===== src/rtl/calu_pkg.sv =====
// Shared constants and types for the 16-bit arithmetic datapath.
// Assumes the instruction decoder drives opcodes from these enums.
package calu_pkg;

  localparam int DW = 16;

  // Status word bit positions and reset value
  localparam int SW_C  = 0;
  localparam int SW_Z  = 1;
  localparam int SW_OV = 2;
  localparam int SW_N  = 3;
  localparam int SW_DC = 8;
  localparam logic [15:0] SW_RESET = 16'h0000;

  // Divide: one step per divisor bit, then a final write step
  localparam logic [4:0] DIV_BITS = 5'h10;

  typedef enum logic [3:0] {
    OP_ADD = 4'b0000,
    OP_SUB = 4'b0001,
    OP_AND = 4'b0010,
    OP_IOR = 4'b0011,
    OP_XOR = 4'b0100,
    OP_MUL = 4'b0101,
    OP_SHL = 4'b0110,
    OP_SHA = 4'b0111
  } calu_op_t;

  typedef enum logic [2:0] {
    MUL_SS = 3'b000,
    MUL_UU = 3'b001,
    MUL_SU = 3'b010,
    MUL_US = 3'b011,
    MUL_SL = 3'b100,
    MUL_UL = 3'b101,
    MUL_BB = 3'b110
  } calu_mul_t;

  typedef enum logic [1:0] {
    DIV_IDLE = 2'b00,
    DIV_RUN  = 2'b01
  } calu_div_t;

endpackage


===== src/rtl/calu_mul.sv =====
// 17x17 signed multiplier core with sign-mode operand extension.
// Purely combinational; the caller registers the product.
`timescale 1ns/1ps
module calu_mul
  import calu_pkg::*;
(
  input  wire logic [15:0] a,        // Multiplicand
  input  wire logic [15:0] b,        // Multiplier
  input  wire logic [4:0]  lit,      // Short unsigned literal
  input  wire calu_mul_t   mode,     // Sign mode
  output logic      [31:0] prod      // Product
);

  logic        a_sgn;
  logic        b_sgn;
  logic [16:0] a17;
  logic [16:0] b17;
  logic [33:0] p34;

  always_comb begin
    a_sgn = (mode == MUL_SS) || (mode == MUL_SU) || (mode == MUL_SL);
    b_sgn = (mode == MUL_SS) || (mode == MUL_US);
    // Extra top bit lets one signed array cover every sign mix
    a17   = {a_sgn & a[15], a};
    b17   = {b_sgn & b[15], b};
    if ((mode == MUL_SL) || (mode == MUL_UL)) begin
      b17 = {12'h000, lit};
    end else if (mode == MUL_BB) begin
      a17 = {9'h000, a[7:0]};
      b17 = {9'h000, b[7:0]};
    end
    // Widen both factors first so the product keeps all its bits
    p34  = $signed({{17{a17[16]}}, a17}) * $signed({{17{b17[16]}}, b17});
    prod = p34[31:0];
  end

endmodule // calu_mul


===== src/rtl/calu_shift.sv =====
// Single-cycle bidirectional barrel shifter, signed amount.
// Amounts outside -16..16 are not expected from the decoder.
`timescale 1ns/1ps
module calu_shift (
  input  wire logic        [15:0] din,    // Operand
  input  wire logic signed [5:0]  amt,    // >0 right, <0 left
  input  wire logic               arith,  // Right shift keeps sign
  output logic             [15:0] dout    // Shifted result
);

  logic [5:0] mag;

  always_comb begin
    mag = amt[5] ? 6'(-amt) : 6'(amt);
    if (amt == 6'sd0) begin
      dout = din;
    end else if (amt[5]) begin
      dout = din << mag;
    end else if (arith) begin
      dout = 16'($signed(din) >>> mag);
    end else begin
      dout = din >> mag;
    end
  end

endmodule // calu_shift


===== src/rtl/calu_core.sv =====
// Arithmetic datapath: add/sub/logic with flags, multiplier,
// stepped divider and barrel shifter. Operands come from the
// register array or memory read ports of the decoder, same clock.
`timescale 1ns/1ps

// Notes on behaviour
// - Datapath is sixteen bits; add, subtract, shift and logic ops.
// - Arithmetic operands and results are two's complement.
// - Add/subtract update carry, zero, negative, wrap, half carry; logic and shifts only zero, negative.
// - On subtract, carry and half carry mean no borrow.
// - Each operation except multiply and divide writes result and flags at byte or word width per size mode.
// - Operands from registers or memory; results to either.
// - Multiplier is a 17x17 array for all sign mixes.
// - Modes: SS, UU, SU, US, signed/unsigned by literal, byte UU.
// - Divider does 32/16 and 16/16, signed and unsigned.
// - Quotient goes to register zero, remainder to register one.
// - Any divisor register; any even-aligned dividend pair.
// - One step per divisor bit, same length for both sizes.
// - Divide stepped by a loop; pauses keep all state.
// - Shifter moves up to 16 bits, either way, one cycle.
// - Shifter operand from a register or memory.
// - Signed amount: positive shifts right, negative left.
// - Zero shift amount leaves the operand unchanged.
// - Half carry from bit 3 for bytes, bit 7 for words.
// - Signed wrap set when the sign bit wrongly changes.
module calu_core
  import calu_pkg::*;
(
  input  wire logic              clk,          // Instruction clock
  input  wire logic              rstn,         // Async reset, low
  input  wire logic              op_valid,     // Execute this cycle
  input  wire calu_op_t          op_code,      // Operation
  input  wire logic              byte_mode,    // Byte-width op
  input  wire logic              a_from_mem,   // A from memory
  input  wire logic              b_from_mem,   // B from memory
  input  wire logic       [15:0] reg_a,        // A register data
  input  wire logic       [15:0] mem_a,        // A memory data
  input  wire logic       [15:0] reg_b,        // B register data
  input  wire logic       [15:0] mem_b,        // B memory data
  input  wire logic       [4:0]  mul_lit,      // Multiply literal
  input  wire calu_mul_t         mul_mode,     // Multiply mode
  input  wire logic signed [5:0] shift_amt,    // Shift amount
  input  wire logic              dst_to_mem,   // Result to memory
  output logic            [15:0] res_data,     // Result low word
  output logic            [15:0] res_hi,       // Product high word
  output logic                   reg_we,       // Register write
  output logic                   mem_we,       // Memory write
  output logic            [15:0] status_word,  // Flags
  input  wire logic              div_step,     // One divide step
  input  wire logic              div_signed,   // Signed divide
  input  wire logic              div_long,     // 32-bit dividend
  input  wire logic       [3:0]  divisor_reg,  // Divisor index
  input  wire logic       [3:0]  dividend_low_reg, // Dividend index
  output logic            [3:0]  rd_dsr_addr,  // Divisor read addr
  output logic            [3:0]  rd_lo_addr,   // Dividend low addr
  output logic            [3:0]  rd_hi_addr,   // Dividend high addr
  input  wire logic       [15:0] rd_dsr_data,  // Divisor data
  input  wire logic       [15:0] rd_lo_data,   // Dividend low
  input  wire logic       [15:0] rd_hi_data,   // Dividend high
  output logic                   div_busy,     // Divide in progress
  output logic                   wreg0_we,     // Quotient write
  output logic            [15:0] wreg0_data,   // Quotient
  output logic                   wreg1_we,     // Remainder write
  output logic            [15:0] wreg1_data    // Remainder
);

  logic [15:0] opa;
  logic [15:0] opb;
  logic [15:0] opb_eff;
  logic        is_sub;
  logic [16:0] sum17;
  logic [8:0]  lo9;
  logic [4:0]  lo5;
  logic [15:0] alu_res;
  logic [15:0] res_w;
  logic [15:0] shf_res;
  logic [31:0] prod;
  logic        f_c;
  logic        f_dc;
  logic        f_ov;
  logic        f_n;
  logic        f_z;
  logic [15:0] next_status;

  // Operand source per addressing mode
  always_comb begin
    opa = a_from_mem ? mem_a : reg_a;
    opb = b_from_mem ? mem_b : reg_b;
  end

  calu_mul u_mul (
    .a    (opa),
    .b    (opb),
    .lit  (mul_lit),
    .mode (mul_mode),
    .prod (prod)
  );

  calu_shift u_shift (
    .din   (opa),
    .amt   (shift_amt),
    .arith (op_code == OP_SHA),
    .dout  (shf_res)
  );

  // Subtract is A + ~B + 1, so carries read as not-borrow
  always_comb begin
    is_sub  = (op_code == OP_SUB);
    opb_eff = is_sub ? ~opb : opb;
    sum17   = {1'b0, opa} + {1'b0, opb_eff} + 17'(is_sub);
    lo9     = {1'b0, opa[7:0]} + {1'b0, opb_eff[7:0]} + 9'(is_sub);
    lo5     = {1'b0, opa[3:0]} + {1'b0, opb_eff[3:0]} + 5'(is_sub);
  end

  always_comb begin
    case (op_code)
      OP_ADD:  alu_res = sum17[15:0];
      OP_SUB:  alu_res = sum17[15:0];
      OP_AND:  alu_res = opa & opb;
      OP_IOR:  alu_res = opa | opb;
      OP_XOR:  alu_res = opa ^ opb;
      OP_MUL:  alu_res = prod[15:0];
      OP_SHL:  alu_res = shf_res;
      OP_SHA:  alu_res = shf_res;
      default: alu_res = opa;
    endcase
    // Byte ops other than multiply pass the upper byte of operand A through
    if (byte_mode && (op_code != OP_MUL)) begin
      res_w = {opa[15:8], alu_res[7:0]};
    end else begin
      res_w = alu_res;
    end
  end

  // Flags follow the active width
  always_comb begin
    if (byte_mode) begin
      f_c  = lo9[8];
      f_dc = lo5[4];
      f_ov = (opa[7] == opb_eff[7]) && (res_w[7] != opa[7]);
      f_n  = res_w[7];
      f_z  = (res_w[7:0] == 8'h00);
    end else begin
      f_c  = sum17[16];
      f_dc = lo9[8];
      f_ov = (opa[15] == opb_eff[15]) && (res_w[15] != opa[15]);
      f_n  = res_w[15];
      f_z  = (res_w == 16'h0000);
    end
  end

  always_comb begin
    next_status = status_word;
    case (op_code)
      OP_ADD, OP_SUB: begin
        next_status[SW_C]  = f_c;
        next_status[SW_DC] = f_dc;
        next_status[SW_OV] = f_ov;
        next_status[SW_N]  = f_n;
        next_status[SW_Z]  = f_z;
      end
      OP_AND, OP_IOR, OP_XOR, OP_SHL, OP_SHA: begin
        next_status[SW_N] = f_n;
        next_status[SW_Z] = f_z;
      end
      default: next_status = status_word;
    endcase
  end

  always_ff @(posedge clk or negedge rstn) begin
    if (!rstn) begin
      status_word <= SW_RESET;
    end else if (op_valid) begin
      status_word <= next_status;
    end
  end

  always_ff @(posedge clk or negedge rstn) begin
    if (!rstn) begin
      res_data <= 16'h0000;
      res_hi   <= 16'h0000;
      reg_we   <= 1'b0;
      mem_we   <= 1'b0;
    end else begin
      reg_we <= op_valid && !dst_to_mem;
      mem_we <= op_valid && dst_to_mem;
      if (op_valid) begin
        res_data <= res_w;
        res_hi   <= prod[31:16];
      end
    end
  end

  // Divider: first step latches operands, 16 steps of restoring
  // division on magnitudes, last step signs and writes results.
  // Operands are latched so an interrupt handler that reuses the
  // registers between steps cannot corrupt the divide.
  calu_div_t   div_state;
  logic [4:0]  div_cnt;
  logic [16:0] div_rem;
  logic [15:0] div_q;
  logic [15:0] div_dsr;
  logic        neg_q;
  logic        neg_r;
  logic [31:0] dvd;
  logic [31:0] dvd_mag;
  logic [16:0] shl_rem;
  logic [17:0] trial;

  always_comb begin
    rd_dsr_addr = divisor_reg;
    rd_lo_addr  = {dividend_low_reg[3:1], 1'b0};
    rd_hi_addr  = {dividend_low_reg[3:1], 1'b1};
    if (div_long) begin
      dvd = {rd_hi_data, rd_lo_data};
    end else if (div_signed) begin
      dvd = {{16{rd_lo_data[15]}}, rd_lo_data};
    end else begin
      dvd = {16'h0000, rd_lo_data};
    end
    dvd_mag = (div_signed && dvd[31]) ? 32'(-dvd) : dvd;
    shl_rem = {div_rem[15:0], div_q[15]};
    trial   = {1'b0, shl_rem} - {2'b00, div_dsr};
  end

  assign div_busy = (div_state == DIV_RUN);

  always_ff @(posedge clk or negedge rstn) begin
    if (!rstn) begin
      div_state <= DIV_IDLE;
      div_cnt   <= 5'h00;
      div_rem   <= 17'h0_0000;
      div_q     <= 16'h0000;
      div_dsr   <= 16'h0000;
      neg_q     <= 1'b0;
      neg_r     <= 1'b0;
    end else if (div_step) begin
      case (div_state)
        DIV_IDLE: begin
          div_rem   <= {1'b0, dvd_mag[31:16]};
          div_q     <= dvd_mag[15:0];
          div_dsr   <= (div_signed && rd_dsr_data[15]) ?
                       16'(-rd_dsr_data) : rd_dsr_data;
          neg_q     <= div_signed && (dvd[31] ^ rd_dsr_data[15]);
          neg_r     <= div_signed && dvd[31];
          div_cnt   <= 5'h00;
          div_state <= DIV_RUN;
        end
        DIV_RUN: begin
          if (div_cnt != DIV_BITS) begin
            if (!trial[17]) begin
              div_rem <= trial[16:0];
              div_q   <= {div_q[14:0], 1'b1};
            end else begin
              div_rem <= shl_rem;
              div_q   <= {div_q[14:0], 1'b0};
            end
            div_cnt <= div_cnt + 5'h01;
          end else begin
            div_state <= DIV_IDLE;
          end
        end
        default: div_state <= DIV_IDLE;
      endcase
    end
  end

  always_ff @(posedge clk or negedge rstn) begin
    if (!rstn) begin
      wreg0_we   <= 1'b0;
      wreg1_we   <= 1'b0;
      wreg0_data <= 16'h0000;
      wreg1_data <= 16'h0000;
    end else begin
      wreg0_we <= 1'b0;
      wreg1_we <= 1'b0;
      if (div_step && div_busy && (div_cnt == DIV_BITS)) begin
        wreg0_we   <= 1'b1;
        wreg1_we   <= 1'b1;
        wreg0_data <= neg_q ? 16'(-div_q) : div_q;
        wreg1_data <= neg_r ? 16'(-div_rem[15:0]) : div_rem[15:0];
      end
    end
  end
endmodule // calu_core


===== config.mk =====
export PLATFORM = sky130hd
export DESIGN_NAME = calu_core
export DESIGN_NICKNAME = d
export VERILOG_FILES = /design/src/rtl/calu_pkg.sv /design/src/rtl/calu_mul.sv /design/src/rtl/calu_shift.sv /design/src/rtl/calu_core.sv
export SDC_FILE = /design/constraint.sdc
export NUM_CORES = 1
export LEC_CHECK = 0
export ABC_CLOCK_PERIOD_IN_PS = 3260
export BUFFER_PORTS_ARGS = -buffer_cell sky130_fd_sc_hd__buf_2
export CAP_MARGIN = 25
export CORE_ASPECT_RATIO = 1.1
export CORE_MARGIN = 8
export CORE_UTILIZATION = 40
export DETAILED_ROUTE_END_ITERATION = 8
export HOLD_SLACK_MARGIN = 0.06
export PLACE_DENSITY_LB_ADDON = 0.25
export SLEW_MARGIN = 20
export SYNTH_ARGS = -nofsm -noshare
export SYNTH_HDL_FRONTEND = slang
export SYNTH_SLANG_ARGS = --single-unit

===== constraint.sdc =====
create_clock -name clk -period 3.26 [get_ports clk]
set_input_delay 0.326 -clock clk [delete_from_list [all_inputs] [get_ports clk]]
set_output_delay 0.326 -clock clk [all_outputs]
set_load 0.1 [all_outputs]

==> flow_metrics.env, run 1 <==
export IMPL_syn_area_mm2=0.0233
export IMPL_yosys_area_share_adder=0.325
export IMPL_grt_usage=0.274
export IMPL_finalWirelength_um=92100
export IMPL_fin_nets=4071
export IMPL_hold_violations=0
export IMPL_finalNonFillerCells=4264
export IMPL_fmax_mhz=159
export IMPL_ant_nets=0
export IMPL_crit_slowest_cell="fa_1"
export IMPL_dpl_hpwl_um=74900
export IMPL_num_rows=93
export IMPL_drtPass1Iterations=6
export IMPL_vias=23500
export IMPL_use_met3=0.0392
export IMPL_rsz0062_at_grt="true"
export IMPL_start_kind="input pin"
export IMPL_top_usage_layer="met2"
export IMPL_hp_class="input pin to flip-flop"
export IMPL_grt_util_met2=0.458
export IMPL_synth_xor_area_share=0.0533
export IMPL_maxCapViolations=0
export IMPL_io_buffers=213
export IMPL_clock_sinks=128
export IMPL_placed_cells=4144
export IMPL_synth_area_leader_cell="fa_1"
export IMPL_fin_skew_ps=16.9
export IMPL_die_area_mm2=0.0663
export IMPL_cts_max_level=4
export IMPL_grt_max_degree=78
export IMPL_cts_path_max_buffers=2
export IMPL_crit_type="input pin to flip-flop"
export IMPL_status="complete, but fails checks"
export IMPL_worstMarginPinSlew_ps=802
export IMPL_wire_per_inst_um=21.6
export IMPL_dpl_cell_area_mm2=0.0293
export IMPL_grt_overflow=0
export IMPL_slew_viol_final=0
export IMPL_synth_ff_type="dfrtp_1"
export IMPL_insertion_delay_ps=450
export IMPL_synthCells=2800
export IMPL_synthDistinctLibCells=91
export IMPL_grt_pass1_wl_um=142000
export IMPL_start_util=0.401
export IMPL_drtIter0Drc=1661
export IMPL_grt_pass1_vias=24400
export IMPL_async_flop_share=1.00
export IMPL_cp_common_cell="fa_1"
export IMPL_synth_simple_gate_area_frac=0.158
export IMPL_end_kind="flip-flop"
export IMPL_viasPerCell=5.50
export IMPL_cts_root_buf="clkbuf_16"
export IMPL_use_met1=0.350
export IMPL_drive_gt1_frac=0.350
export IMPL_setup_viol=33
export IMPL_syn_to_final_growth_pct=38.1
export IMPL_yosysWarnings=0
export IMPL_final_common_cell="buf_4"
export IMPL_cp_slowest_stage_delay_ps=560
export IMPL_final_cell_mix="buf_4, inv_1, fa_1"
export IMPL_fin_ws_ps=-3040
export IMPL_final_setup_tns_ps=-80670
export IMPL_io_pin_count=245
export IMPL_failed_checks="negative setup slack"
export IMPL_antenna_found_initial=5
export IMPL_drc=0
export IMPL_cp_required_ps=3590
export IMPL_path_max_fanout=6
export IMPL_ys_ff_latch=128
export IMPL_fin_crit_sh=1.93
export IMPL_final_cell_area_mm2=0.0322
export IMPL_coreArea_mm2=0.0581
export IMPL_synth_avg_cell_area_um2=8.33
export IMPL_netlist_top_cells_area="fa_1, dfrtp_1, ha_1"
export IMPL_hold_slack_ps=175
export IMPL_clk_pin_slew_ps=60
export IMPL_synth_compound_area_frac=0.155
export IMPL_register_area_mm2=0.00320
export IMPL_fillers=5256
export IMPL_seq_area_frac_synth=0.137
export IMPL_slew_headroom=0.458
export IMPL_cts_tree="yes"
export IMPL_numCtsBuffers=17
export IMPL_die_h_um=269
export IMPL_critPathArrivalTime_ps=6630
export IMPL_synth_top_family_by_area="adder cells"
export IMPL_synth_mux_area_fraction=0.0687
export IMPL_die_w_um=246
export IMPL_place_congestion=0.991
export IMPL_post_route_min_period_ps=6300
export IMPL_synth_top_area_frac=0.244
export IMPL_synth_edf_count=0
export IMPL_multiInputGateArea_mm2=0.0196
## through the flow
step	setup WS (ps)	utilization
2_1_floorplan	-3280	-
5_1_grt	-3220	0.554
3_3_place_gp	-4190	0.505
3_5_place_dp	-4230	0.505
4_1_cts	-3010	0.543
6_report	-3040	0.554
## worst max-delay path, delay by kind of cell
kind | cells | cell delay (ps)
simple gates | 2 | 120
xor+xnor | 1 | 90
mux | 2 | 450
buf+inv | 10 | 800
compound gates | 7 | 1480
fa+ha+maj | 7 | 3340
## metal layers
layer	vias to the layer above	share of wire
met5	-	0.00014
met4	2	0.043
met3	200	0.060
met2	880	0.49
met1	11700	0.41
li1	10700	-
## path summary, 6_finish.rpt
| path | start | to | slack (ps) | cells past startpoint |
|---|---|---|---|---|
| setup / recovery | a_from_mem | res_hi[14] | -3040 | 29 |
| hold / removal | rd_lo_data[0] | div_q[0] | 170 | 3 |
| setup reg to reg | div_rem[1] | div_rem[14] | 60 | 13 |
| hold reg to reg | div_dsr[6] | div_dsr[6] | 480 | 2 |
| max in group asynchronous | rstn | div_q[4] | 2010 | 3 |
| min in group asynchronous | rstn | div_dsr[7] | 500 | 2 |
## kinds of logic after synthesis
group,count (synthesis)
compound gates,550
xor+xnor,141
fa+ha+maj,436
buf+inv,584
flops,128
mux,132
other cells,2
simple gates,827
## cell usage after synthesis, types with 28 or more instances
| library cell | count |
|---|---|
| nor2_1 | 294 |
| buf_4 | 31 |
| clkbuf_1 | 93 |
| xnor2_1 | 82 |
| o21ai_0 | 117 |
| fa_1 | 284 |
| mux2i_1 | 68 |
| xor2_1 | 58 |
| nand3_1 | 52 |
| inv_1 | 410 |
| o211ai_1 | 28 |
| nand2_1 | 280 |
| ha_1 | 152 |
| a211oi_1 | 30 |
| mux2_2 | 44 |
| dfrtp_1 | 128 |
| nor3_1 | 55 |
| a21oi_1 | 131 |
## sequential cells by signal, indices dropped and copies added (netlist names)
signal / flops
div_state: 1
wreg1_data: 16
reg_we: 1
neg_q: 1
div_q: 16
wreg1_we: 1
mem_we: 1
neg_r: 1
div_dsr: 16
wreg0_data: 16
res_hi: 16
status_word: 5
div_cnt: 5
res_data: 16
div_rem: 16
## repair_timing
item,CTS,global route
gates resized for setup,247,123
buffers inserted,64,29
gates cloned,2,0
endpoints found under the setup margin,36,42
pin swaps,127,93
hold buffers,2,0
endpoints found under the hold margin,76,0
## final cells by class
class | count | area share
diodes | 4 | 0.000311
well taps | 760 | 0.0295
repair buffers | 822 | 0.194
flip-flops and latches | 128 | 0.0995
clock inverters | 14 | 0.00645
clock buffers | 18 | 0.0133
inverters | 419 | 0.0499
multi-input cells | 2099 | 0.607
Power of run 1 is not shown: default switching activity piles up to over one toggle a cycle in this logic, so the estimate is an artifact.
==> run 2, diff against run 1 <==
--- a/config.mk
+++ b/config.mk
@@ -14,6 +14,7 @@
 export DETAILED_ROUTE_END_ITERATION = 8
 export HOLD_SLACK_MARGIN = 0.06
 export PLACE_DENSITY_LB_ADDON = 0.25
+export REMOVE_ABC_BUFFERS = 1
 export SLEW_MARGIN = 20
 export SYNTH_ARGS = -nofsm -noshare
 export SYNTH_HDL_FRONTEND = slang
==> flow_metrics.env, run 2 (same netlist as run 1, synthesis figures left out) <==
export IMPL_post_route_min_period_ps=6260
export IMPL_grt_pass1_vias=24500
export IMPL_worstMarginPinSlew_ps=845
export IMPL_r2r_setup_slack_ps=100
export IMPL_die_w_um=246
export IMPL_crit_slowest_cell="fa_1"
export IMPL_min_from="rd_lo_data[0]"
export IMPL_drive_gt1_frac=0.347
export IMPL_path_max_fanout=5
export IMPL_numCtsBuffers=17
export IMPL_failed_checks="negative setup slack"
export IMPL_cts_root_buf="clkbuf_16"
export IMPL_drtPass1Iterations=6
export IMPL_grt_overflow=0
export IMPL_r2r_start="div_rem[0]"
export IMPL_hold_slack_ps=176
export IMPL_crit_type="input pin to flip-flop"
export IMPL_start_util=0.401
export IMPL_place_congestion=1.02
export IMPL_slew_headroom=0.436
export IMPL_io_buffers=213
export IMPL_ant_nets=0
export IMPL_r2r_cells=13
export IMPL_hold_violations=0
export IMPL_grt_usage=0.274
export IMPL_grt_max_degree=65
export IMPL_clk_pin_slew_ps=80
export IMPL_fin_crit_sh=1.92
export IMPL_cts_tree="yes"
export IMPL_cts_path_max_buffers=2
export IMPL_timing_rr_end="div_rem[14]"
export IMPL_fin_ws_ps=-3000
export IMPL_fin_nets=4054
export IMPL_maxCapViolations=0
export IMPL_syn_to_final_growth_pct=37.4
export IMPL_final_cell_mix="buf_4, inv_1, fa_1"
export IMPL_fmax_mhz=160
export IMPL_hp_class="input pin to flip-flop"
export IMPL_insertion_delay_ps=450
export IMPL_clock_sinks=128
export IMPL_wire_per_inst_um=22.0
export IMPL_fin_skew_ps=15.5
export IMPL_viasPerCell=5.56
export IMPL_die_area_mm2=0.0663
export IMPL_cp_slowest_stage_delay_ps=570
export IMPL_cp_common_cell="fa_1"
export IMPL_dpl_hpwl_um=75000
export IMPL_start_kind="input pin"
export IMPL_end_kind="flip-flop"
export IMPL_slew_viol_final=0
export IMPL_io_pin_count=245
export IMPL_drtIter0Drc=1822
export IMPL_antenna_found_initial=5
export IMPL_worstHoldPathCells=3
export IMPL_grt_pass1_wl_um=142000
export IMPL_status="complete, but fails checks"
export IMPL_setup_viol=33
export IMPL_final_common_cell="buf_4"
export IMPL_critPathArrivalTime_ps=6590
export IMPL_rsz0062_at_grt="true"
export IMPL_num_rows=93
export IMPL_worstHoldEndpoint="div_q[0]"
export IMPL_coreArea_mm2=0.0581
export IMPL_worst_path_buf_inv=7
export IMPL_critPathTopFamily="adder cells"
export IMPL_cts_max_level=4
export IMPL_die_h_um=269
export IMPL_cp_required_ps=3590
export IMPL_finalWirelength_um=93600
export IMPL_vias=23600
export IMPL_drc=0
-- run 2: changes by cell type in the layout (fill, tap and decap cells not counted), sizes merged --
| cell | change |
|---|---|
| buf | -17 |
| inv | +9 |
| bufinv | -4 |
| clkinv | -4 |
| diode | -2 |
| clkbuf | -1 |
-- run 2: cell type report --
cell class | instances | area, um^2
Clock buffer | 17 | 425
Multi-Input combinational cell | 2099 | 19500
Tap cell | 760 | 951
Timing Repair Buffer | 805 | 6170
Fill cell | 5194 | 26000
Inverter | 419 | 1600
Antenna cell | 2 | 5.00
Sequential cell | 128 | 3200
Clock inverter | 15 | 160
-- run 2: how the worst max path moves through the flow --
stage | from | endpoint | slack (ps) | cells past startpoint
finish | a_from_mem | res_hi[14] | -3000 | 26
global route | mul_mode[2] | res_hi[14] | -3260 | 28
CTS | mul_mode[1] | res_hi[14] | -2950 | 28
detailed placement | a_from_mem | res_hi[13] | -4010 | 28
global placement | b_from_mem | res_hi[14] | -3940 | 27
floorplan | mul_mode[1] | res_hi[14] | -4020 | 26
-- run 2: per-stage QoR --
step / utilization / instances / setup TNS, ps / setup WS, ps / instance area (um^2)
floorplan: - / 2646 / -132820 / -4020 / 22600
global placement: 0.493 / 4130 / -110620 / -3940 / 28600
detailed placement: 0.493 / 4130 / -112860 / -4010 / 28600
CTS: 0.530 / 4206 / -78020 / -2950 / 30800
global route: 0.551 / 4243 / -84980 / -3260 / 32000
finish: 0.552 / 4245 / -79390 / -3000 / 32000
-- run 2: layer usage --
layer  global-route usage  part of all wire
met5                    0           0.00049
met3               0.0647             0.087
met4               0.0983             0.041
met2                0.439              0.47
met1                0.356              0.41
-- run 2: timing repair --
item / 4_1_cts / 5_1_grt
resized for setup: 265 / 250
endpoints found under the hold margin: 62 / 0
cloned: 2 / 0
buffers inserted: 42 / 49
setup endpoints to repair: 35 / 44
pin swaps: 122 / 133
hold buffers: 2 / 0
-- run 2: worst register-to-register path: cells and delay by family, from the launching register on --
| family | cells | cell delay [ps] |
|---|---|---|
| compound gates | 6 | 1390 |
| simple gates | 3 | 530 |
| flops | 1 | 470 |
| buf+inv | 2 | 360 |
| fa+ha+maj | 1 | 240 |
| mux | 1 | 80 |
Power of run 2 is left out for the same reason.
==> run 3, diff against run 2 <==
--- a/config.mk
+++ b/config.mk
@@ -5,12 +5,13 @@
 export SDC_FILE = /design/constraint.sdc
 export NUM_CORES = 1
 export LEC_CHECK = 0
-export ABC_CLOCK_PERIOD_IN_PS = 3260
+export ABC_CLOCK_PERIOD_IN_PS = 6900
 export BUFFER_PORTS_ARGS = -buffer_cell sky130_fd_sc_hd__buf_2
 export CAP_MARGIN = 25
 export CORE_ASPECT_RATIO = 1.1
 export CORE_MARGIN = 8
 export CORE_UTILIZATION = 40
+export CTS_BUF_LIST = sky130_fd_sc_hd__clkbuf_16
 export DETAILED_ROUTE_END_ITERATION = 8
 export HOLD_SLACK_MARGIN = 0.06
 export PLACE_DENSITY_LB_ADDON = 0.25
==> constraint.sdc (replaced) <==
create_clock -name clk -period 6.9 [get_ports clk]
set_input_delay 0.69 -clock clk [delete_from_list [all_inputs] [get_ports clk]]
set_output_delay 0.69 -clock clk [all_outputs]
set_load 0.1 [all_outputs]
==> flow_metrics.env, run 3 (same netlist as run 1, synthesis figures left out) <==
export IMPL_drive_gt1_frac=0.231
export IMPL_slew_headroom=0.262
export IMPL_place_congestion=1.02
export IMPL_cts_max_level=4
export IMPL_finalNonFillerCells=3959
export IMPL_grt_pass1_vias=22900
export IMPL_hold_violations=0
export IMPL_num_rows=93
export IMPL_r2r_setup_slack_ps=3370
export IMPL_crit_type="input pin to flip-flop"
export IMPL_cp_required_ps=7220
export IMPL_die_area_mm2=0.0663
export IMPL_final_setup_tns_ps=0
export IMPL_grt_max_degree=71
export IMPL_grt_usage=0.251
export IMPL_grt_pass1_wl_um=131000
export IMPL_cts_tree="yes"
export IMPL_fin_skew_ps=12.0
export IMPL_numCtsBuffers=17
export IMPL_end_kind="flip-flop"
export IMPL_dpl_hpwl_um=68600
export IMPL_start_kind="input pin"
export IMPL_cts_root_buf="clkbuf_16"
export IMPL_timing_rr_end="div_rem[14]"
export IMPL_critPathArrivalTime_ps=7030
export IMPL_drc=0
export IMPL_start_util=0.401
export IMPL_io_buffers=213
export IMPL_antenna_found_initial=7
export IMPL_grt_overflow=0
export IMPL_fin_nets=3767
export IMPL_status="finished clean"
export IMPL_maxCapViolations=0
export IMPL_placed_cells=3911
export IMPL_coreArea_mm2=0.0581
export IMPL_ant_nets=0
export IMPL_slew_viol_final=0
export IMPL_fmax_mhz=149
export IMPL_r2r_start="div_q[15]"
export IMPL_post_route_min_period_ps=6710
export IMPL_clock_sinks=128
export IMPL_path_max_fanout=6
export IMPL_setup_viol=0
export IMPL_multiInputGateArea_mm2=0.0184
export IMPL_vias=22100
export IMPL_insertion_delay_ps=450
export IMPL_drtPass1Iterations=6
export IMPL_fin_crit_sh=0.972
export IMPL_finalWirelength_um=84400
export IMPL_die_h_um=269
export IMPL_clk_pin_slew_ps=70
export IMPL_fillers=5584
export IMPL_syn_to_final_growth_pct=21.5
export IMPL_viasPerCell=5.57
export IMPL_die_w_um=246
export IMPL_cts_path_max_buffers=2
export IMPL_register_area_mm2=0.00320
export IMPL_r2r_cells=13
export IMPL_holdBufCountCts=0
export IMPL_io_pin_count=245
export IMPL_final_cell_mix="inv_1, buf_4, fa_1"
export IMPL_wire_per_inst_um=21.3
export IMPL_drtIter0Drc=1649
export IMPL_worstMarginPinSlew_ps=1100
export IMPL_final_common_cell="inv_1"
export IMPL_crit_start="a_from_mem"
export IMPL_hp_class="input pin to async pin"
==> run 3: changes by cell type in the layout (fill, tap and decap cells not counted), moves of 18 or more <==
cell     previous run  this run
nor2_4             28         9
a21oi_1           110       130
inv_2              48        16
ha_1              119       144
buf_6              63        11
inv_1             361       399
buf_12             22         4
ha_4               26         7
nor2_1            254       276
nand2_1           244       265
buf_4             496       291
==> run 3: critical path: stages <==
cell and delay [ps]:
buf_16 140, buf_8 140, mux2i_4 240, buf_4 190, buf_4 130, nor2_1 50, fa_1 480, inv_1 60
fa_1 530, inv_1 50, fa_1 520, fa_1 450, fa_1 540, inv_1 50, fa_1 530, inv_1 60
ha_4 240, a21o_1 180, a41o_1 240, a211o_1 330, a31o_4 260, a211oi_4 280, o21ai_2 80, a31oi_2 200
xnor2_1 90, mux2_2 260
==> run 3: timing repair <==
action / in CTS / in global routing
cloned: 0 / 1
buffers inserted: 0 / 13
resized for setup: 34 / 124
endpoints found under the setup margin: 18 / 15
pin swaps: 5 / 48
==> run 3: cell type report <==
class,instances,area share
multi-input cells,2099,0.649
repair buffers,518,0.124
flip-flops and latches,128,0.113
inverters,419,0.0558
well taps,760,0.0336
clock buffers,17,0.0150
clock inverters,14,0.00892
diodes,4,0.000353
==> run 3: worst max-delay path by stage <==
stage          slack [ps]             end  cells after the start
3_5_place_dp         -970      res_hi[14]                     25
5_1_grt               -30  status_word[1]                     31
2_1_floorplan        -740      res_hi[14]                     26
6_report              190      res_hi[14]                     26
4_1_cts               -30      res_hi[14]                     27
3_3_place_gp         -940    res_data[13]                     26
==> run 3: per-layer routing <==
| layer | vias up | part of all wire | track usage | routed length [um] |
|---|---|---|---|---|
| met3 | 174 | 0.090 | 0.0653 | 7560 |
| met4 | 4 | 0.040 | 0.0997 | 3410 |
| met5 | - | 0.00028 | 0 | 24 |
| met1 | 10800 | 0.40 | 0.315 | 33500 |
| met2 | 968 | 0.47 | 0.407 | 39900 |
| li1 | 10100 | - | - | - |
==> run 3: through the flow <==
stage                     setup WS, ps   util  hold slack (ps)  area [um^2]
final                              192  0.488              229        28300
after global routing             -31.6  0.488              270        28300
after CTS                        -33.5  0.476              232        27700
after detailed placement          -967  0.463              472        26900
after global placement            -943  0.462              464        26900
after floorplan                   -741      -              394        22600
Power of run 3 is left out for the same reason.
